===== src/logic/cit_pkg.sv =====
// constants, field layouts and carrier types for the cable routing and time snapshot block
// assumes a single 20 MHz clock and a plain register port with one-cycle read latency
package cit_pkg;
	localparam int ADDR_W = 12;
	localparam int DATA_W = 32;
	localparam int NS_W = 30;
	localparam int SEL_W = 6;
	localparam int LINES = 12;
	// register byte offsets
	localparam logic [11:0] OFF_ROUTE_A = 12'h080;
	localparam logic [11:0] OFF_ROUTE_B = 12'h084;
	localparam logic [11:0] OFF_ROUTE_HI = 12'h088;
	localparam logic [11:0] OFF_PPS_SNAP = 12'h200;
	localparam logic [11:0] OFF_CABLE_SNAP = 12'h210;
	localparam logic [11:0] OFF_MASTER_SEC = 12'h220;
	localparam logic [11:0] OFF_CONTROL = 12'h224;
	localparam logic [11:0] OFF_STATUS = 12'h230;
	localparam logic [11:0] OFF_MASK = 12'h234;
	localparam logic [11:0] OFF_ERR_STATE = 12'h240;
	localparam logic [11:0] OFF_ERR_CLEAR = 12'h400;
	// routing word layout
	localparam int LOW_W = 4;
	localparam int HIGH_W = 2;
	localparam int LINES_A = 8;
	// selector code fields
	localparam logic [1:0] KIND_TIMER = 2'h1;
	localparam logic [1:0] KIND_EDGE = 2'h2;
	localparam logic [1:0] KIND_GEN = 2'h3;
	localparam logic [1:0] GROUP_LAST_TIMER = 2'h1;
	localparam logic [1:0] GROUP_LAST_IO = 2'h2;
	localparam logic [5:0] CODE_PPS = 6'h20;
	// status, mask and control bit positions
	localparam int ST_PPS = 0;
	localparam int ST_CABLE_RX = 1;
	localparam int ST_CABLE_ERR = 2;
	localparam int ST_MASTER_TX = 3;
	localparam int ST_W = 4;
	localparam int CTL_MASTER = 0;
	// reset values
	localparam logic [5:0] SEL_RESET = 6'h00;
	localparam logic [31:0] WORD_RESET = 32'h0000_0000;

	typedef struct packed {
		logic [1:0] sec_low;
		logic [NS_W-1:0] ns;
	} cit_snap_type;

	typedef struct packed {
		logic valid;
		logic [31:0] seconds;
	} cit_time_msg_type;
endpackage


===== src/logic/cit_route_sel.sv =====
// decoder of one cable line selector code onto its chosen local interrupt source
// assumes all sources are already on the block clock
`timescale 1ns/1ns
`default_nettype none
module cit_route_sel (
	input wire logic [5:0] code_i,
	input wire logic [7:0] timer_i,
	input wire logic [11:0] edge_i,
	input wire logic [11:0] soft_interrupt_generator_i,
	input wire logic pulse_per_second_i,
	output logic hit_o
);
	logic [1:0] group;
	logic [1:0] kind;
	logic [3:0] index;

	assign group = code_i[5:4];
	assign kind = code_i[3:2];
	assign index = {group, code_i[1:0]};

	// reserved codes give a quiet line
	always_comb begin
		hit_o = 1'b0;
		if (code_i == cit_pkg::CODE_PPS) begin
			hit_o = pulse_per_second_i;
		end else if (kind == cit_pkg::KIND_TIMER && group <= cit_pkg::GROUP_LAST_TIMER) begin
			hit_o = timer_i[index[2:0]];
		end else if (kind == cit_pkg::KIND_EDGE && group <= cit_pkg::GROUP_LAST_IO) begin
			hit_o = edge_i[index];
		end else if (kind == cit_pkg::KIND_GEN && group <= cit_pkg::GROUP_LAST_IO) begin
			hit_o = soft_interrupt_generator_i[index];
		end
	end
endmodule // cit_route_sel
`default_nettype wire


===== src/logic/cit_top.sv =====
// cable interrupt routing, time snapshots, master time and cable error clearing
// assumes local sources, clock fields and cable messages on clk_i; gps pulse is a pin
// Function
// - twelve cable lines driven from chosen sources
// - six-bit selectors split over three words
// - selector codes decode to timers, edges, generators
// - pulse snapshot holds nanoseconds and two seconds
// - pulse snapshot refreshed on every gps pulse
// - cable snapshot holds nanoseconds and two seconds
// - cable snapshot refreshed on each master message
// - master time shows master card seconds
// - master sends seconds; receivers capture on arrival
// - write to clear location clears cable errors
// - clear ignores written data value
`timescale 1ns/1ns
`default_nettype none
module cit_top #(
	parameter int ERR_W = 4
) (
	input wire logic clk_i,
	input wire logic rst_i,
	input wire logic [cit_pkg::ADDR_W-1:0] addr_i,
	input wire logic [cit_pkg::DATA_W-1:0] wdata_i,
	input wire logic wr_i,
	input wire logic rd_i,
	output logic [cit_pkg::DATA_W-1:0] rdata_o,
	input wire logic [7:0] timer_irq_i,
	input wire logic [11:0] edge_irq_i,
	input wire logic [11:0] soft_interrupt_generator_i,
	input wire logic pulse_per_second_i,
	input wire logic [31:0] posix_seconds_i,
	input wire logic [cit_pkg::NS_W-1:0] posix_ns_i,
	input wire cit_pkg::cit_time_msg_type cable_rx_i,
	input wire logic [ERR_W-1:0] cable_error_i,
	output cit_pkg::cit_time_msg_type cable_tx_o,
	output logic [cit_pkg::LINES-1:0] cable_irq_o,
	output logic [ERR_W-1:0] cable_error_o,
	output logic irq_o
);
	if (ERR_W < 1 || ERR_W > cit_pkg::DATA_W) begin : g_check
		$error("cit_top: ERR_W out of range");
	end

	logic [cit_pkg::SEL_W-1:0] sel_reg [cit_pkg::LINES];
	logic [cit_pkg::LINES-1:0] hit;
	logic [cit_pkg::LINES-1:0] cable_irq_reg;
	logic pps_meta_reg;
	logic pps_sync_reg;
	logic pps_prev_reg;
	logic pps_edge;
	cit_pkg::cit_snap_type pps_snap_reg;
	cit_pkg::cit_snap_type cable_snap_reg;
	cit_pkg::cit_snap_type now_snap;
	logic [31:0] master_sec_reg;
	logic [31:0] prev_sec_reg;
	logic sec_prev_valid_reg;
	logic boundary;
	logic master_reg;
	cit_pkg::cit_time_msg_type cable_tx_reg;
	logic [ERR_W-1:0] err_reg;
	logic [ERR_W-1:0] err_next;
	logic [cit_pkg::ST_W-1:0] status_reg;
	logic [cit_pkg::ST_W-1:0] status_next;
	logic [cit_pkg::ST_W-1:0] events;
	logic [cit_pkg::ST_W-1:0] mask_reg;
	logic [cit_pkg::ST_W-1:0] mask_next;
	logic irq_reg;
	logic [cit_pkg::DATA_W-1:0] rdata_reg;
	logic [cit_pkg::DATA_W-1:0] rdata_next;
	logic [cit_pkg::DATA_W-1:0] route_a;
	logic [cit_pkg::DATA_W-1:0] route_b;
	logic [cit_pkg::DATA_W-1:0] route_hi;
	logic wr_a;
	logic wr_b;
	logic wr_hi;
	logic wr_clear;

	assign wr_a = wr_i && addr_i == cit_pkg::OFF_ROUTE_A;
	assign wr_b = wr_i && addr_i == cit_pkg::OFF_ROUTE_B;
	assign wr_hi = wr_i && addr_i == cit_pkg::OFF_ROUTE_HI;
	assign wr_clear = wr_i && addr_i == cit_pkg::OFF_ERR_CLEAR;

	// selector storage, decode and readback, one slice per line
	for (genvar i = 0; i < cit_pkg::LINES; i++) begin : g_line
		localparam int LO_POS = (i % cit_pkg::LINES_A) * cit_pkg::LOW_W;
		localparam int HI_POS = i * cit_pkg::HIGH_W;
		always_ff @(posedge clk_i) begin
			if (rst_i) begin
				sel_reg[i] <= cit_pkg::SEL_RESET;
			end else begin
				if ((i < cit_pkg::LINES_A) ? wr_a : wr_b) begin
					sel_reg[i][3:0] <= wdata_i[LO_POS +: cit_pkg::LOW_W];
				end
				if (wr_hi) begin
					sel_reg[i][5:4] <= wdata_i[HI_POS +: cit_pkg::HIGH_W];
				end
			end
		end
		cit_route_sel u_sel (
			.code_i(sel_reg[i]),
			.timer_i(timer_irq_i),
			.edge_i(edge_irq_i),
			.soft_interrupt_generator_i(soft_interrupt_generator_i),
			.pulse_per_second_i(pps_sync_reg),
			.hit_o(hit[i])
		);
		if (i < cit_pkg::LINES_A) begin : g_a
			assign route_a[LO_POS +: cit_pkg::LOW_W] = sel_reg[i][3:0];
		end else begin : g_b
			assign route_b[LO_POS +: cit_pkg::LOW_W] = sel_reg[i][3:0];
		end
		assign route_hi[HI_POS +: cit_pkg::HIGH_W] = sel_reg[i][5:4];
	end
	// unused upper bits of the short words read zero
	assign route_b[cit_pkg::DATA_W-1:(cit_pkg::LINES-cit_pkg::LINES_A)*cit_pkg::LOW_W] = '0;
	assign route_hi[cit_pkg::DATA_W-1:cit_pkg::LINES*cit_pkg::HIGH_W] = '0;

	// cable lines driven from chosen sources
	always_ff @(posedge clk_i) begin
		if (rst_i) begin
			cable_irq_reg <= '0;
		end else begin
			cable_irq_reg <= hit;
		end
	end

	// gps pulse synchroniser and rising edge
	always_ff @(posedge clk_i) begin
		if (rst_i) begin
			pps_meta_reg <= 1'b0;
			pps_sync_reg <= 1'b0;
			pps_prev_reg <= 1'b0;
		end else begin
			pps_meta_reg <= pulse_per_second_i;
			pps_sync_reg <= pps_meta_reg;
			pps_prev_reg <= pps_sync_reg;
		end
	end
	assign pps_edge = pps_sync_reg && !pps_prev_reg;
	assign now_snap = '{sec_low: posix_seconds_i[1:0], ns: posix_ns_i};

	// pulse snapshot
	always_ff @(posedge clk_i) begin
		if (rst_i) begin
			pps_snap_reg <= '0;
		end else if (pps_edge) begin
			pps_snap_reg <= now_snap;
		end
	end

	// cable snapshot and master seconds on message arrival
	always_ff @(posedge clk_i) begin
		if (rst_i) begin
			cable_snap_reg <= '0;
			master_sec_reg <= cit_pkg::WORD_RESET;
		end else if (cable_rx_i.valid) begin
			cable_snap_reg <= now_snap;
			master_sec_reg <= cable_rx_i.seconds;
		end else if (master_reg && boundary) begin
			master_sec_reg <= posix_seconds_i;
		end
	end

	// seconds boundary and master transmission
	assign boundary = sec_prev_valid_reg && posix_seconds_i != prev_sec_reg;
	always_ff @(posedge clk_i) begin
		if (rst_i) begin
			prev_sec_reg <= cit_pkg::WORD_RESET;
			sec_prev_valid_reg <= 1'b0;
			cable_tx_reg <= '0;
		end else begin
			prev_sec_reg <= posix_seconds_i;
			sec_prev_valid_reg <= 1'b1;
			cable_tx_reg.valid <= master_reg && boundary;
			if (master_reg && boundary) begin
				cable_tx_reg.seconds <= posix_seconds_i;
			end
		end
	end

	// sticky cable errors, new errors win over a clear
	always_comb begin
		err_next = err_reg;
		if (wr_clear) begin
			err_next = '0;
		end
		err_next = err_next | cable_error_i;
	end
	always_ff @(posedge clk_i) begin
		if (rst_i) begin
			err_reg <= '0;
		end else begin
			err_reg <= err_next;
		end
	end

	// control and mask
	always_ff @(posedge clk_i) begin
		if (rst_i) begin
			master_reg <= 1'b0;
			mask_reg <= '0;
		end else begin
			if (wr_i && addr_i == cit_pkg::OFF_CONTROL) begin
				master_reg <= wdata_i[cit_pkg::CTL_MASTER];
			end
			mask_reg <= mask_next;
		end
	end

	// interrupt status, write one to clear, set wins
	always_comb begin
		events = '0;
		events[cit_pkg::ST_PPS] = pps_edge;
		events[cit_pkg::ST_CABLE_RX] = cable_rx_i.valid;
		events[cit_pkg::ST_CABLE_ERR] = |(cable_error_i & ~err_reg);
		events[cit_pkg::ST_MASTER_TX] = master_reg && boundary;
		status_next = status_reg;
		if (wr_i && addr_i == cit_pkg::OFF_STATUS) begin
			status_next = status_reg & ~wdata_i[cit_pkg::ST_W-1:0];
		end
		status_next = status_next | events;
		// new mask reaches irq at its write edge
		mask_next = mask_reg;
		if (wr_i && addr_i == cit_pkg::OFF_MASK) begin
			mask_next = wdata_i[cit_pkg::ST_W-1:0];
		end
	end
	always_ff @(posedge clk_i) begin
		if (rst_i) begin
			status_reg <= '0;
			irq_reg <= 1'b0;
		end else begin
			status_reg <= status_next;
			irq_reg <= |(status_next & mask_next);
		end
	end

	// read port, data valid only in the cycle after the strobe
	always_comb begin
		rdata_next = '0;
		if (rd_i) begin
			unique case (addr_i)
				cit_pkg::OFF_ROUTE_A: rdata_next = route_a;
				cit_pkg::OFF_ROUTE_B: rdata_next = route_b;
				cit_pkg::OFF_ROUTE_HI: rdata_next = route_hi;
				cit_pkg::OFF_PPS_SNAP: rdata_next = pps_snap_reg;
				cit_pkg::OFF_CABLE_SNAP: rdata_next = cable_snap_reg;
				cit_pkg::OFF_MASTER_SEC: rdata_next = master_sec_reg;
				cit_pkg::OFF_CONTROL: rdata_next[cit_pkg::CTL_MASTER] = master_reg;
				cit_pkg::OFF_STATUS: rdata_next[cit_pkg::ST_W-1:0] = status_reg;
				cit_pkg::OFF_MASK: rdata_next[cit_pkg::ST_W-1:0] = mask_reg;
				cit_pkg::OFF_ERR_STATE: rdata_next[ERR_W-1:0] = err_reg;
				default: rdata_next = '0;
			endcase
		end
	end
	always_ff @(posedge clk_i) begin
		if (rst_i) begin
			rdata_reg <= '0;
		end else begin
			rdata_reg <= rdata_next;
		end
	end

	assign rdata_o = rdata_reg;
	assign cable_irq_o = cable_irq_reg;
	assign cable_tx_o = cable_tx_reg;
	assign cable_error_o = err_reg;
	assign irq_o = irq_reg;

	// checks
	property p_reserved_quiet;
		@(posedge clk_i) disable iff (rst_i)
		(sel_reg[0] == cit_pkg::SEL_RESET) [*2] |-> !cable_irq_o[0];
	endproperty
	a_reserved_quiet: assert property (p_reserved_quiet) else $error("reserved code drove line");

	property p_route_follow;
		@(posedge clk_i) disable iff (rst_i)
		(sel_reg[1] == 6'h04) |=> cable_irq_o[1] == $past(timer_irq_i[0]);
	endproperty
	a_route_follow: assert property (p_route_follow) else $error("line 1 not following timer 0");

	property p_pps_capture;
		@(posedge clk_i) disable iff (rst_i)
		pps_edge |=> pps_snap_reg == {$past(posix_seconds_i[1:0]), $past(posix_ns_i)};
	endproperty
	a_pps_capture: assert property (p_pps_capture) else $error("pulse snapshot wrong");

	property p_pps_hold;
		@(posedge clk_i) disable iff (rst_i)
		!pps_edge |=> $stable(pps_snap_reg);
	endproperty
	a_pps_hold: assert property (p_pps_hold) else $error("pulse snapshot changed");

	property p_cable_capture;
		@(posedge clk_i) disable iff (rst_i)
		cable_rx_i.valid |=> cable_snap_reg.ns == $past(posix_ns_i)
			&& master_sec_reg == $past(cable_rx_i.seconds);
	endproperty
	a_cable_capture: assert property (p_cable_capture) else $error("cable capture wrong");

	property p_master_send;
		@(posedge clk_i) disable iff (rst_i)
		master_reg && sec_prev_valid_reg && posix_seconds_i != prev_sec_reg
			|=> cable_tx_o.valid && cable_tx_o.seconds == $past(posix_seconds_i);
	endproperty
	a_master_send: assert property (p_master_send) else $error("master seconds not sent");

	property p_err_clear;
		@(posedge clk_i) disable iff (rst_i)
		wr_i && addr_i == cit_pkg::OFF_ERR_CLEAR |=> cable_error_o == $past(cable_error_i);
	endproperty
	a_err_clear: assert property (p_err_clear) else $error("cable errors not cleared");

	property p_read_idle;
		@(posedge clk_i) disable iff (rst_i)
		!rd_i |=> rdata_o == '0;
	endproperty
	a_read_idle: assert property (p_read_idle) else $error("read data outside read slot");

	property p_route_hi_zero;
		@(posedge clk_i) disable iff (rst_i)
		rd_i && addr_i == cit_pkg::OFF_ROUTE_HI |=> rdata_o[31:24] == 8'h00;
	endproperty
	a_route_hi_zero: assert property (p_route_hi_zero) else $error("reserved bits not zero");

	property p_sel_write;
		@(posedge clk_i) disable iff (rst_i)
		wr_i && addr_i == cit_pkg::OFF_ROUTE_B ##1 rd_i && addr_i == cit_pkg::OFF_ROUTE_B
			|=> rdata_o[15:0] == $past(wdata_i[15:0], 2);
	endproperty
	a_sel_write: assert property (p_sel_write) else $error("selector readback wrong");

	property p_snap_layout;
		@(posedge clk_i) disable iff (rst_i)
		rd_i && addr_i == cit_pkg::OFF_CABLE_SNAP |=> rdata_o == $past(cable_snap_reg);
	endproperty
	a_snap_layout: assert property (p_snap_layout) else $error("cable snapshot read wrong");

	property p_pps_fields;
		@(posedge clk_i) disable iff (rst_i)
		rd_i && addr_i == cit_pkg::OFF_PPS_SNAP |=> rdata_o[31:30] == $past(pps_snap_reg.sec_low);
	endproperty
	a_pps_fields: assert property (p_pps_fields) else $error("pulse snapshot seconds misplaced");
endmodule // cit_top
`default_nettype wire


===== config.mk =====
export PLATFORM = sky130hd
export DESIGN_NAME = cit_top
export DESIGN_NICKNAME = d
export VERILOG_FILES = /design/src/logic/cit_pkg.sv /design/src/logic/cit_route_sel.sv /design/src/logic/cit_top.sv
export SDC_FILE = /design/constraint.sdc
export NUM_CORES = 1
export LEC_CHECK = 0
export BUFFER_PORTS_ARGS = -buffer_cell sky130_fd_sc_hd__buf_2
export CORE_MARGIN = 2
export CORE_UTILIZATION = 55
export CTS_CLUSTER_SIZE = 16
export DETAILED_ROUTE_END_ITERATION = 10
export PLACE_DENSITY = 0.79
export SLEW_MARGIN = 20
export SYNTH_ARGS = -nofsm -noshare
export SYNTH_HDL_FRONTEND = slang
export SYNTH_SLANG_ARGS = --single-unit

===== constraint.sdc =====
create_clock -name clk_i -period 3.5 [get_ports clk_i]
set_input_delay 0.175 -clock clk_i [delete_from_list [all_inputs] [get_ports clk_i]]
set_output_delay 0.175 -clock clk_i [all_outputs]
set_load 0.02 [all_outputs]

==> flow_summary_export.csv, run 1 <==
group,metric,value,unit
worst_setup_path,crit_chain,"dlygate4sd3_1 > buf_2 > xnor2_1 > nand4_1 > nor4_1 > a21oi_4 > buf_6 > mux2i_1 > a211oi_1 > dlygate4sd3_1",
routing,final_antenna_net_count,0,
routing,num_vias,14000,
synth,yosys-top-cells-area,"dfxtp_1 30%, mux4_2 15%, edfxtp_1 14%",
cells_and_area,area_growth,26.7,%
clock_network,clockBufferDepth,3,
clock_network,cts_sinks,295,
synth,synth_flop_cell,"dfxtp_1",
die,rows,60,
clock_network,htree_num_levels,1,
sta,period_share,95.8,%
sta,setup_viol,0,
cells_and_area,finalNetCount,1912,
synth,synthMuxAreaShare,25.1,%
die,num_io_pins,262,
sta,rsz0062_at_grt,"false",
synth,synth_edf_count,72,
flow_run,drv_cap,0,
sta,skew,0.0178,ns
hold_path,hold_end,"rdata_o[0]",
grt,grt_max_degree,87,
power,power,0.00840,W
synth,yosysUniqueCellTypes,59,
sta,slew_headroom,35.7,%
sta,worst_pin_slew,0.964,ns
worst_setup_path,cp_data_required_time,4.01,ns
synth,synth_top_area_share,29.6,%
placed_design,gp_congestion,0.939,
worst_setup_path,crit_buf_inv,4,
routing,remaining_drc_errors,0,
worst_setup_path,cpPeakStageDelay,0.60,ns
grt,grt_use_total,37.3,%
clock_network,clk_latency,0.59,ns
placed_design,io_buffer_count,261,
worst_setup_path,reg2regPathDepth,8,
synth,yosysMostFrequentCell,"dfxtp_1",
worst_setup_path,cp-end-kind,"flip-flop",
sta,max_freq,298,MHz
die,initial_core_util,56.0,%
cells_and_area,largest_reg_flops,72,
worst_setup_path,r2r-start,"prev_sec_reg[27]",
power,p_leak,7.27,nW
worst_setup_path,crit_slowest_cell,"dlygate4sd3_1",
grt,grt_first_pass_wirelength,81.4,mm
grt,antenna_found_initial,0,
clock_network,clk_pin_slew,0.06,ns
routing,first_pass_iters,10,
synth,yosys_warnings,0,
clock_network,cts_buffers,30,
worst_setup_path,cp_data_arrival_time,3.87,ns
clock_network,postCtsSetupBuffers,0,
routing,route.detailed.wl_per_inst,26.2,µm
synth,synth_seq_cells,295,
worst_setup_path,cp_top_family,"buffers and inverters",
synth,synth_top_family_by_area,"multiplexers",
routing,drtIter0Drc,1987,
clock_network,root_buffer,"clkbuf_16",
worst_setup_path,regToRegEndpoint,"master_sec_reg[14]",
worst_setup_path,worst_path_most_repeated_cell,"dlygate4sd3_1",
sta,slew_violations,0,
hold_path,min_path_cells,3,
outcome,status,"complete, no violations",
power,p_per_area,439,nW/µm²
routing,via_per_inst,6.66,
synth,syn_inst,1395,
synth,synth-simple-area-share,14.9,%
synth,synth_nets,1575,
worst_setup_path,critPathMaxFanout,52,
synth,synthAdderAreaFrac,0,%
worst_setup_path,cp-start-kind,"input pin",
die,die_w,170,µm
grt,grt_pass1_vias,14200,
hold_path,hp-class,"in -> reg",
sta,tns,0,ns
placed_design,hpwl,33.6,mm
synth,netlist_area,15100,µm²
synth,ys_seq_area_share,43.9,%
worst_setup_path,path_class,"in -> reg",
synth,synth-async-reset-ratio,0,%
die,die_area,28800,µm²
synth,synth_compound_area_share,10.3,%
die,fp.coreArea,27000,µm²
routing,wl,55.0,mm
worst_setup_path,cp-startpoint,"posix_seconds_i[27]",
sta,period_needed,3.35,ns
power,ir_worst_vdd,0.392,mV
die,die_h,170,µm
hold_path,min-delay-start,"rd_i",
synth,synth_xor_area_share,1.86,%
cells_and_area,drive_gt1_share,27.1,%
clock_network,cts_tree,"done",
synth,avgSynthCellArea,10.8,µm²
sta,hold_viol,0,
synth,yosys.area.top_type,"dfxtp_1",
worst_setup_path,rrSetupSlack,0.16,ns
grt,overflow,0,
synth,synth_commonest_cells,"223 x dfxtp_1, 129 x nor2_1, 128 x mux2i_1",
-- metal layers --
| layer | wire length (µm) | vias to the layer above | global-route usage [%] |
|---|---|---|---|
| li1 | - | 5844 | - |
| met5 | 0 | - | 0 |
| met4 | 3870 | 0 | 22.7 |
| met2 | 25400 | 1171 | 59.8 |
| met3 | 7070 | 319 | 10.2 |
| met1 | 18800 | 6648 | 45.1 |
-- power breakdown --
group | total (W) | internal, W | switching, W | leakage, nW
clock network | 0.00347 | 0.00202 | 0.00145 | 0.525
registers | 0.00382 | 0.00363 | 0.000191 | 2.51
logic | 0.00111 | 0.000567 | 0.000540 | 4.23
-- layout make-up --
cell class              instances  area, µm²
inverters                      10       37.5
diodes                          1       2.50
multi-input cells             955       7920
fillers                      1794       7820
clock inverters                11        159
flip-flops and latches        295       6630
well taps                     341        427
repair buffers                440       3050
clock buffers                  45        908
-- how the worst max path moves through the flow --
stage,to,depth (start not counted)
2_1_floorplan,sel_reg[0][0],7
3_3_place_gp,irq_o,6
3_5_place_dp,rdata_o[20],8
4_1_cts,master_sec_reg[20],8
5_1_grt,master_sec_reg[14],8
6_report,master_sec_reg[14],10
-- repair_timing --
item | in CTS | in global routing
gates resized for setup | 0 | 2
setup endpoints to repair | 0 | 1
hold endpoints to repair | 241 | 0
hold buffers | 156 | 0
-- stage by stage --
| stage | cells | hold WS, ns | setup WS [ns] | area [µm²] | util [%] |
|---|---|---|---|---|---|
| finish | 2098 | 0.0406 | 0.148 | 19100 | 71.0 |
| global route | 2097 | 0.0616 | 0.0443 | 19100 | 71.0 |
| CTS | 2097 | 0.0175 | 0.375 | 19100 | 70.9 |
| detailed placement | 1885 | 0.405 | 0.791 | 16500 | 61.2 |
| global placement | 1885 | 0.393 | 0.815 | 16500 | 61.2 |
| floorplan | 1395 | 0.288 | 0.941 | 15100 | - |
-- cell usage in the layout (no fill, tap or decap), drive strengths merged, types with 3 or more instances in the layout --
master | Yosys | routed
buf | 36 | 284
dfxtp | 223 | 223
dlygate4sd3 | 0 | 156
nor2 | 129 | 129
mux2i | 128 | 128
nand2 | 102 | 102
mux4 | 99 | 99
and2 | 75 | 75
a21oi | 75 | 75
edfxtp | 72 | 72
nor2b | 48 | 48
a22oi | 46 | 46
clkbuf | 99 | 45
a211oi | 36 | 36
xnor2 | 32 | 32
mux2 | 25 | 25
a222oi | 16 | 16
nor4 | 16 | 16
a31oi | 15 | 15
o21ai | 12 | 12
nand3 | 11 | 11
inv | 10 | 11
nand4 | 10 | 10
nand2b | 9 | 9
nor3 | 9 | 9
nor3b | 7 | 7
nor4b | 6 | 6
clkinv | 0 | 6
nand3b | 5 | 5
or4b | 5 | 5
and3 | 4 | 4
o22ai | 4 | 4
or4 | 3 | 3
o21a | 3 | 3
o31ai | 3 | 3
bufinv | 0 | 3
-- tightest hold or removal path: cells and delay by family --
kind / cells / cell delay (ns)
buffers and inverters: 1 / 0.12
AO/OA/AOI/OAI: 1 / 0.12
AND/OR/NAND/NOR: 1 / 0.15
-- cell families (layout without fill, tap and decap cells) --
group | after synthesis | after routing
flip-flops | 295 | 295
other | 0 | 1
XOR/XNOR | 32 | 32
AO/OA/AOI/OAI | 229 | 229
multiplexers | 252 | 252
AND/OR/NAND/NOR | 442 | 442
buffers and inverters | 145 | 506
Power figures use the tool's default switching activity.
==> run 2: changes to the inputs <==
--- a/config.mk
+++ b/config.mk
@@ -5,7 +5,7 @@
 export SDC_FILE = /design/constraint.sdc
 export NUM_CORES = 1
 export LEC_CHECK = 0
-export BUFFER_PORTS_ARGS = -buffer_cell sky130_fd_sc_hd__buf_2
+export BUFFER_PORTS_ARGS = -buffer_cell sky130_fd_sc_hd__buf_4
 export CORE_MARGIN = 2
 export CORE_UTILIZATION = 55
 export CTS_CLUSTER_SIZE = 16
==> run 2 against run 1 <==
Wire length shrank 3.7%. Global-route usage shrank 1.4 points. Core utilization is 1.4 points higher. Critical path type unchanged.
==> flow_summary_export.csv, run 2 (same netlist as run 1, synthesis figures left out) <==
group,metric,value,unit
outcome,status,"complete, no violations",
power,power,0.00826,W
die,die_h,170,µm
sta,period_needed,2.73,ns
cells_and_area,final_cell_mix,"280 x buf_4, 223 x dfxtp_1, 133 x dlygate4sd3_1, 129 x nor2_1, 128 x mux2i_1",
sta,slew_headroom,37.5,%
grt,grt_pass1_vias,13600,
worst_setup_path,crit_slowest_cell,"dlygate4sd3_1",
sta,hold_viol,0,
grt,grt_use_met2,58.9,%
sta,skew,0.0225,ns
placed_design,io_buffer_count,261,
placed_design,dpl-instance-area,17100,µm²
worst_setup_path,rrSetupSlack,0.80,ns
grt,overflow,0,
grt,grt_first_pass_wirelength,78.6,mm
routing,wl,53.0,mm
worst_setup_path,critPathMaxFanout,30,
clock_network,htree_num_levels,1,
hold_path,hp-class,"in -> reg",
die,die_area,28800,µm²
clock_network,root_buffer,"clkbuf_16",
routing,final_antenna_net_count,0,
cells_and_area,area_growth,29.2,%
cells_and_area,drive_gt1_share,27.1,%
clock_network,cts_sinks,295,
worst_setup_path,worst_path_most_repeated_cell,"buf_4",
power,switchingPower,0.00211,W
routing,num_vias,13600,
hold_path,min_path_cells,4,
grt,grt_max_degree,190,
cells_and_area,multiInputGateArea,7910,µm²
worst_setup_path,r2r-start,"prev_sec_reg[28]",
worst_setup_path,crit_chain,"dlygate4sd3_1 > buf_4 > xnor2_1 > nand4_1 > nor4_1 > a21oi_4 > buf_4 > mux2i_1 > a211oi_1",
worst_setup_path,regToRegEndpoint,"master_sec_reg[19]",
grt,antenna_found_initial,4,
cells_and_area,finalNetCount,1888,
worst_setup_path,cp_data_arrival_time,3.18,ns
sta,slew_violations,0,
die,die_w,170,µm
clock_network,clk_pin_slew,0.06,ns
routing,drtIter0Drc,1948,
cells_and_area,final_area,19500,µm²
die,rows,60,
power,p_leak,7.27,nW
worst_setup_path,path_class,"in -> reg",
placed_design,gp_congestion,0.969,
placed_design,hpwl,33.6,mm
grt,grtUsageMet3,7.84,%
grt,grt_util_met1,45.5,%
sta,rsz0062_at_grt,"false",
power,swShare,25.5,%
clock_network,clk_latency,0.57,ns
worst_setup_path,cpPeakStageDelay,0.54,ns
clock_network,postCtsSetupBuffers,0,
worst_setup_path,cp-end-kind,"flip-flop",
power,seq_power_share,46.3,%
worst_setup_path,cp-start-kind,"input pin",
cells_and_area,largest_reg_flops,72,
grt,grt_use_total,35.9,%
routing,remaining_drc_errors,0,
worst_setup_path,cp_data_required_time,3.95,ns
hold_path,hold_end,"master_reg",
routing,via_per_inst,6.56,
sta,worst_pin_slew,0.937,ns
routing,route.detailed.wl_per_inst,25.5,µm
power,p_per_area,424,nW/µm²
grt,grt_busiest_layer,"met2",
worst_setup_path,reg2regPathDepth,7,
cells_and_area,layout_commonest_cell,"buf_4",
die,num_io_pins,262,
flow_run,drv_cap,0,
sta,max_freq,366,MHz
cells_and_area,ff_latch_area,6630,µm²
die,initial_core_util,56.0,%
power,p_comb_share,13.7,%
die,fp.coreArea,27000,µm²
sta,period_share,78.0,%
clock_network,clockBufferDepth,3,
routing,first_pass_iters,6,
sta,setup_viol,0,
power,p_int,0.00615,W
cells_and_area,final_util,72.4,%
clock_network,cts_buffers,31,
hold_path,min-delay-start,"wr_i",
cells_and_area,fill_cells,1777,
power,ir_worst_vdd,0.400,mV
clock_network,cts_tree,"done",
sta,tns,0,ns
power,p_clk_share,40.0,%
[run 2: power by group through the flow]
stage                     Sequential, W  Combinational [W]  Clock, W
final                           0.00382            0.00113   0.00331
after global placement          0.00388           0.000943         0
after global routing            0.00384            0.00118   0.00344
after floorplan                 0.00378           0.000626         0
after CTS                       0.00381            0.00109   0.00331
after detailed placement        0.00389           0.000963         0
[run 2: how the worst max path moves through the flow]
stage / startpoint / to / slack (ns) / depth (start not counted)
detailed placement: addr_i[3] / rdata_o[2] / 0.87 / 8
finish: posix_seconds_i[28] / master_sec_reg[19] / 0.77 / 9
floorplan: addr_i[2] / sel_reg[0][0] / 0.94 / 7
CTS: posix_seconds_i[28] / master_sec_reg[19] / 0.96 / 9
global route: posix_seconds_i[28] / master_sec_reg[19] / 0.69 / 9
global placement: addr_i[3] / rdata_o[1] / 0.92 / 8
[run 2: routing by layer]
metal	share of wire, %	up-vias
met2	47	1055
met3	11	257
met5	0	-
met4	5.6	0
met1	36	6540
li1	-	5794
[run 2: critical path: cells and delay by family]
family	cells	cell delay (ns)
multiplexers	1	0.21
AO/OA/AOI/OAI	2	0.66
buffers and inverters	3	1.09
XOR/XNOR	1	0.33
AND/OR/NAND/NOR	2	0.70
[run 2: repair_timing]
| item | CTS | global route |
|---|---|---|
| hold buffers | 133 | 0 |
| hold endpoints to repair | 246 | 0 |
| resized for setup | 0 | 0 |
[run 2: metrics by stage]
stage          std cells  hold slack, ns  worst slack [ns]
4_1_cts             2073          0.0418             0.957
5_1_grt             2075          0.0762             0.688
6_report            2080          0.0563             0.771
3_5_place_dp        1883           0.394             0.872
3_3_place_gp        1883           0.389             0.917
2_1_floorplan       1395           0.288             0.941
[run 2: area by class of cell]
type | count | share of cell area, %
Multi-Input combinational cell | 955 | 40.6
Sequential cell | 295 | 34.0
Timing Repair Buffer | 415 | 17.8
Clock buffer | 46 | 4.78
Tap cell | 341 | 2.19
Clock inverter | 11 | 0.462
Inverter | 10 | 0.199
Antenna cell | 7 | 0.0898
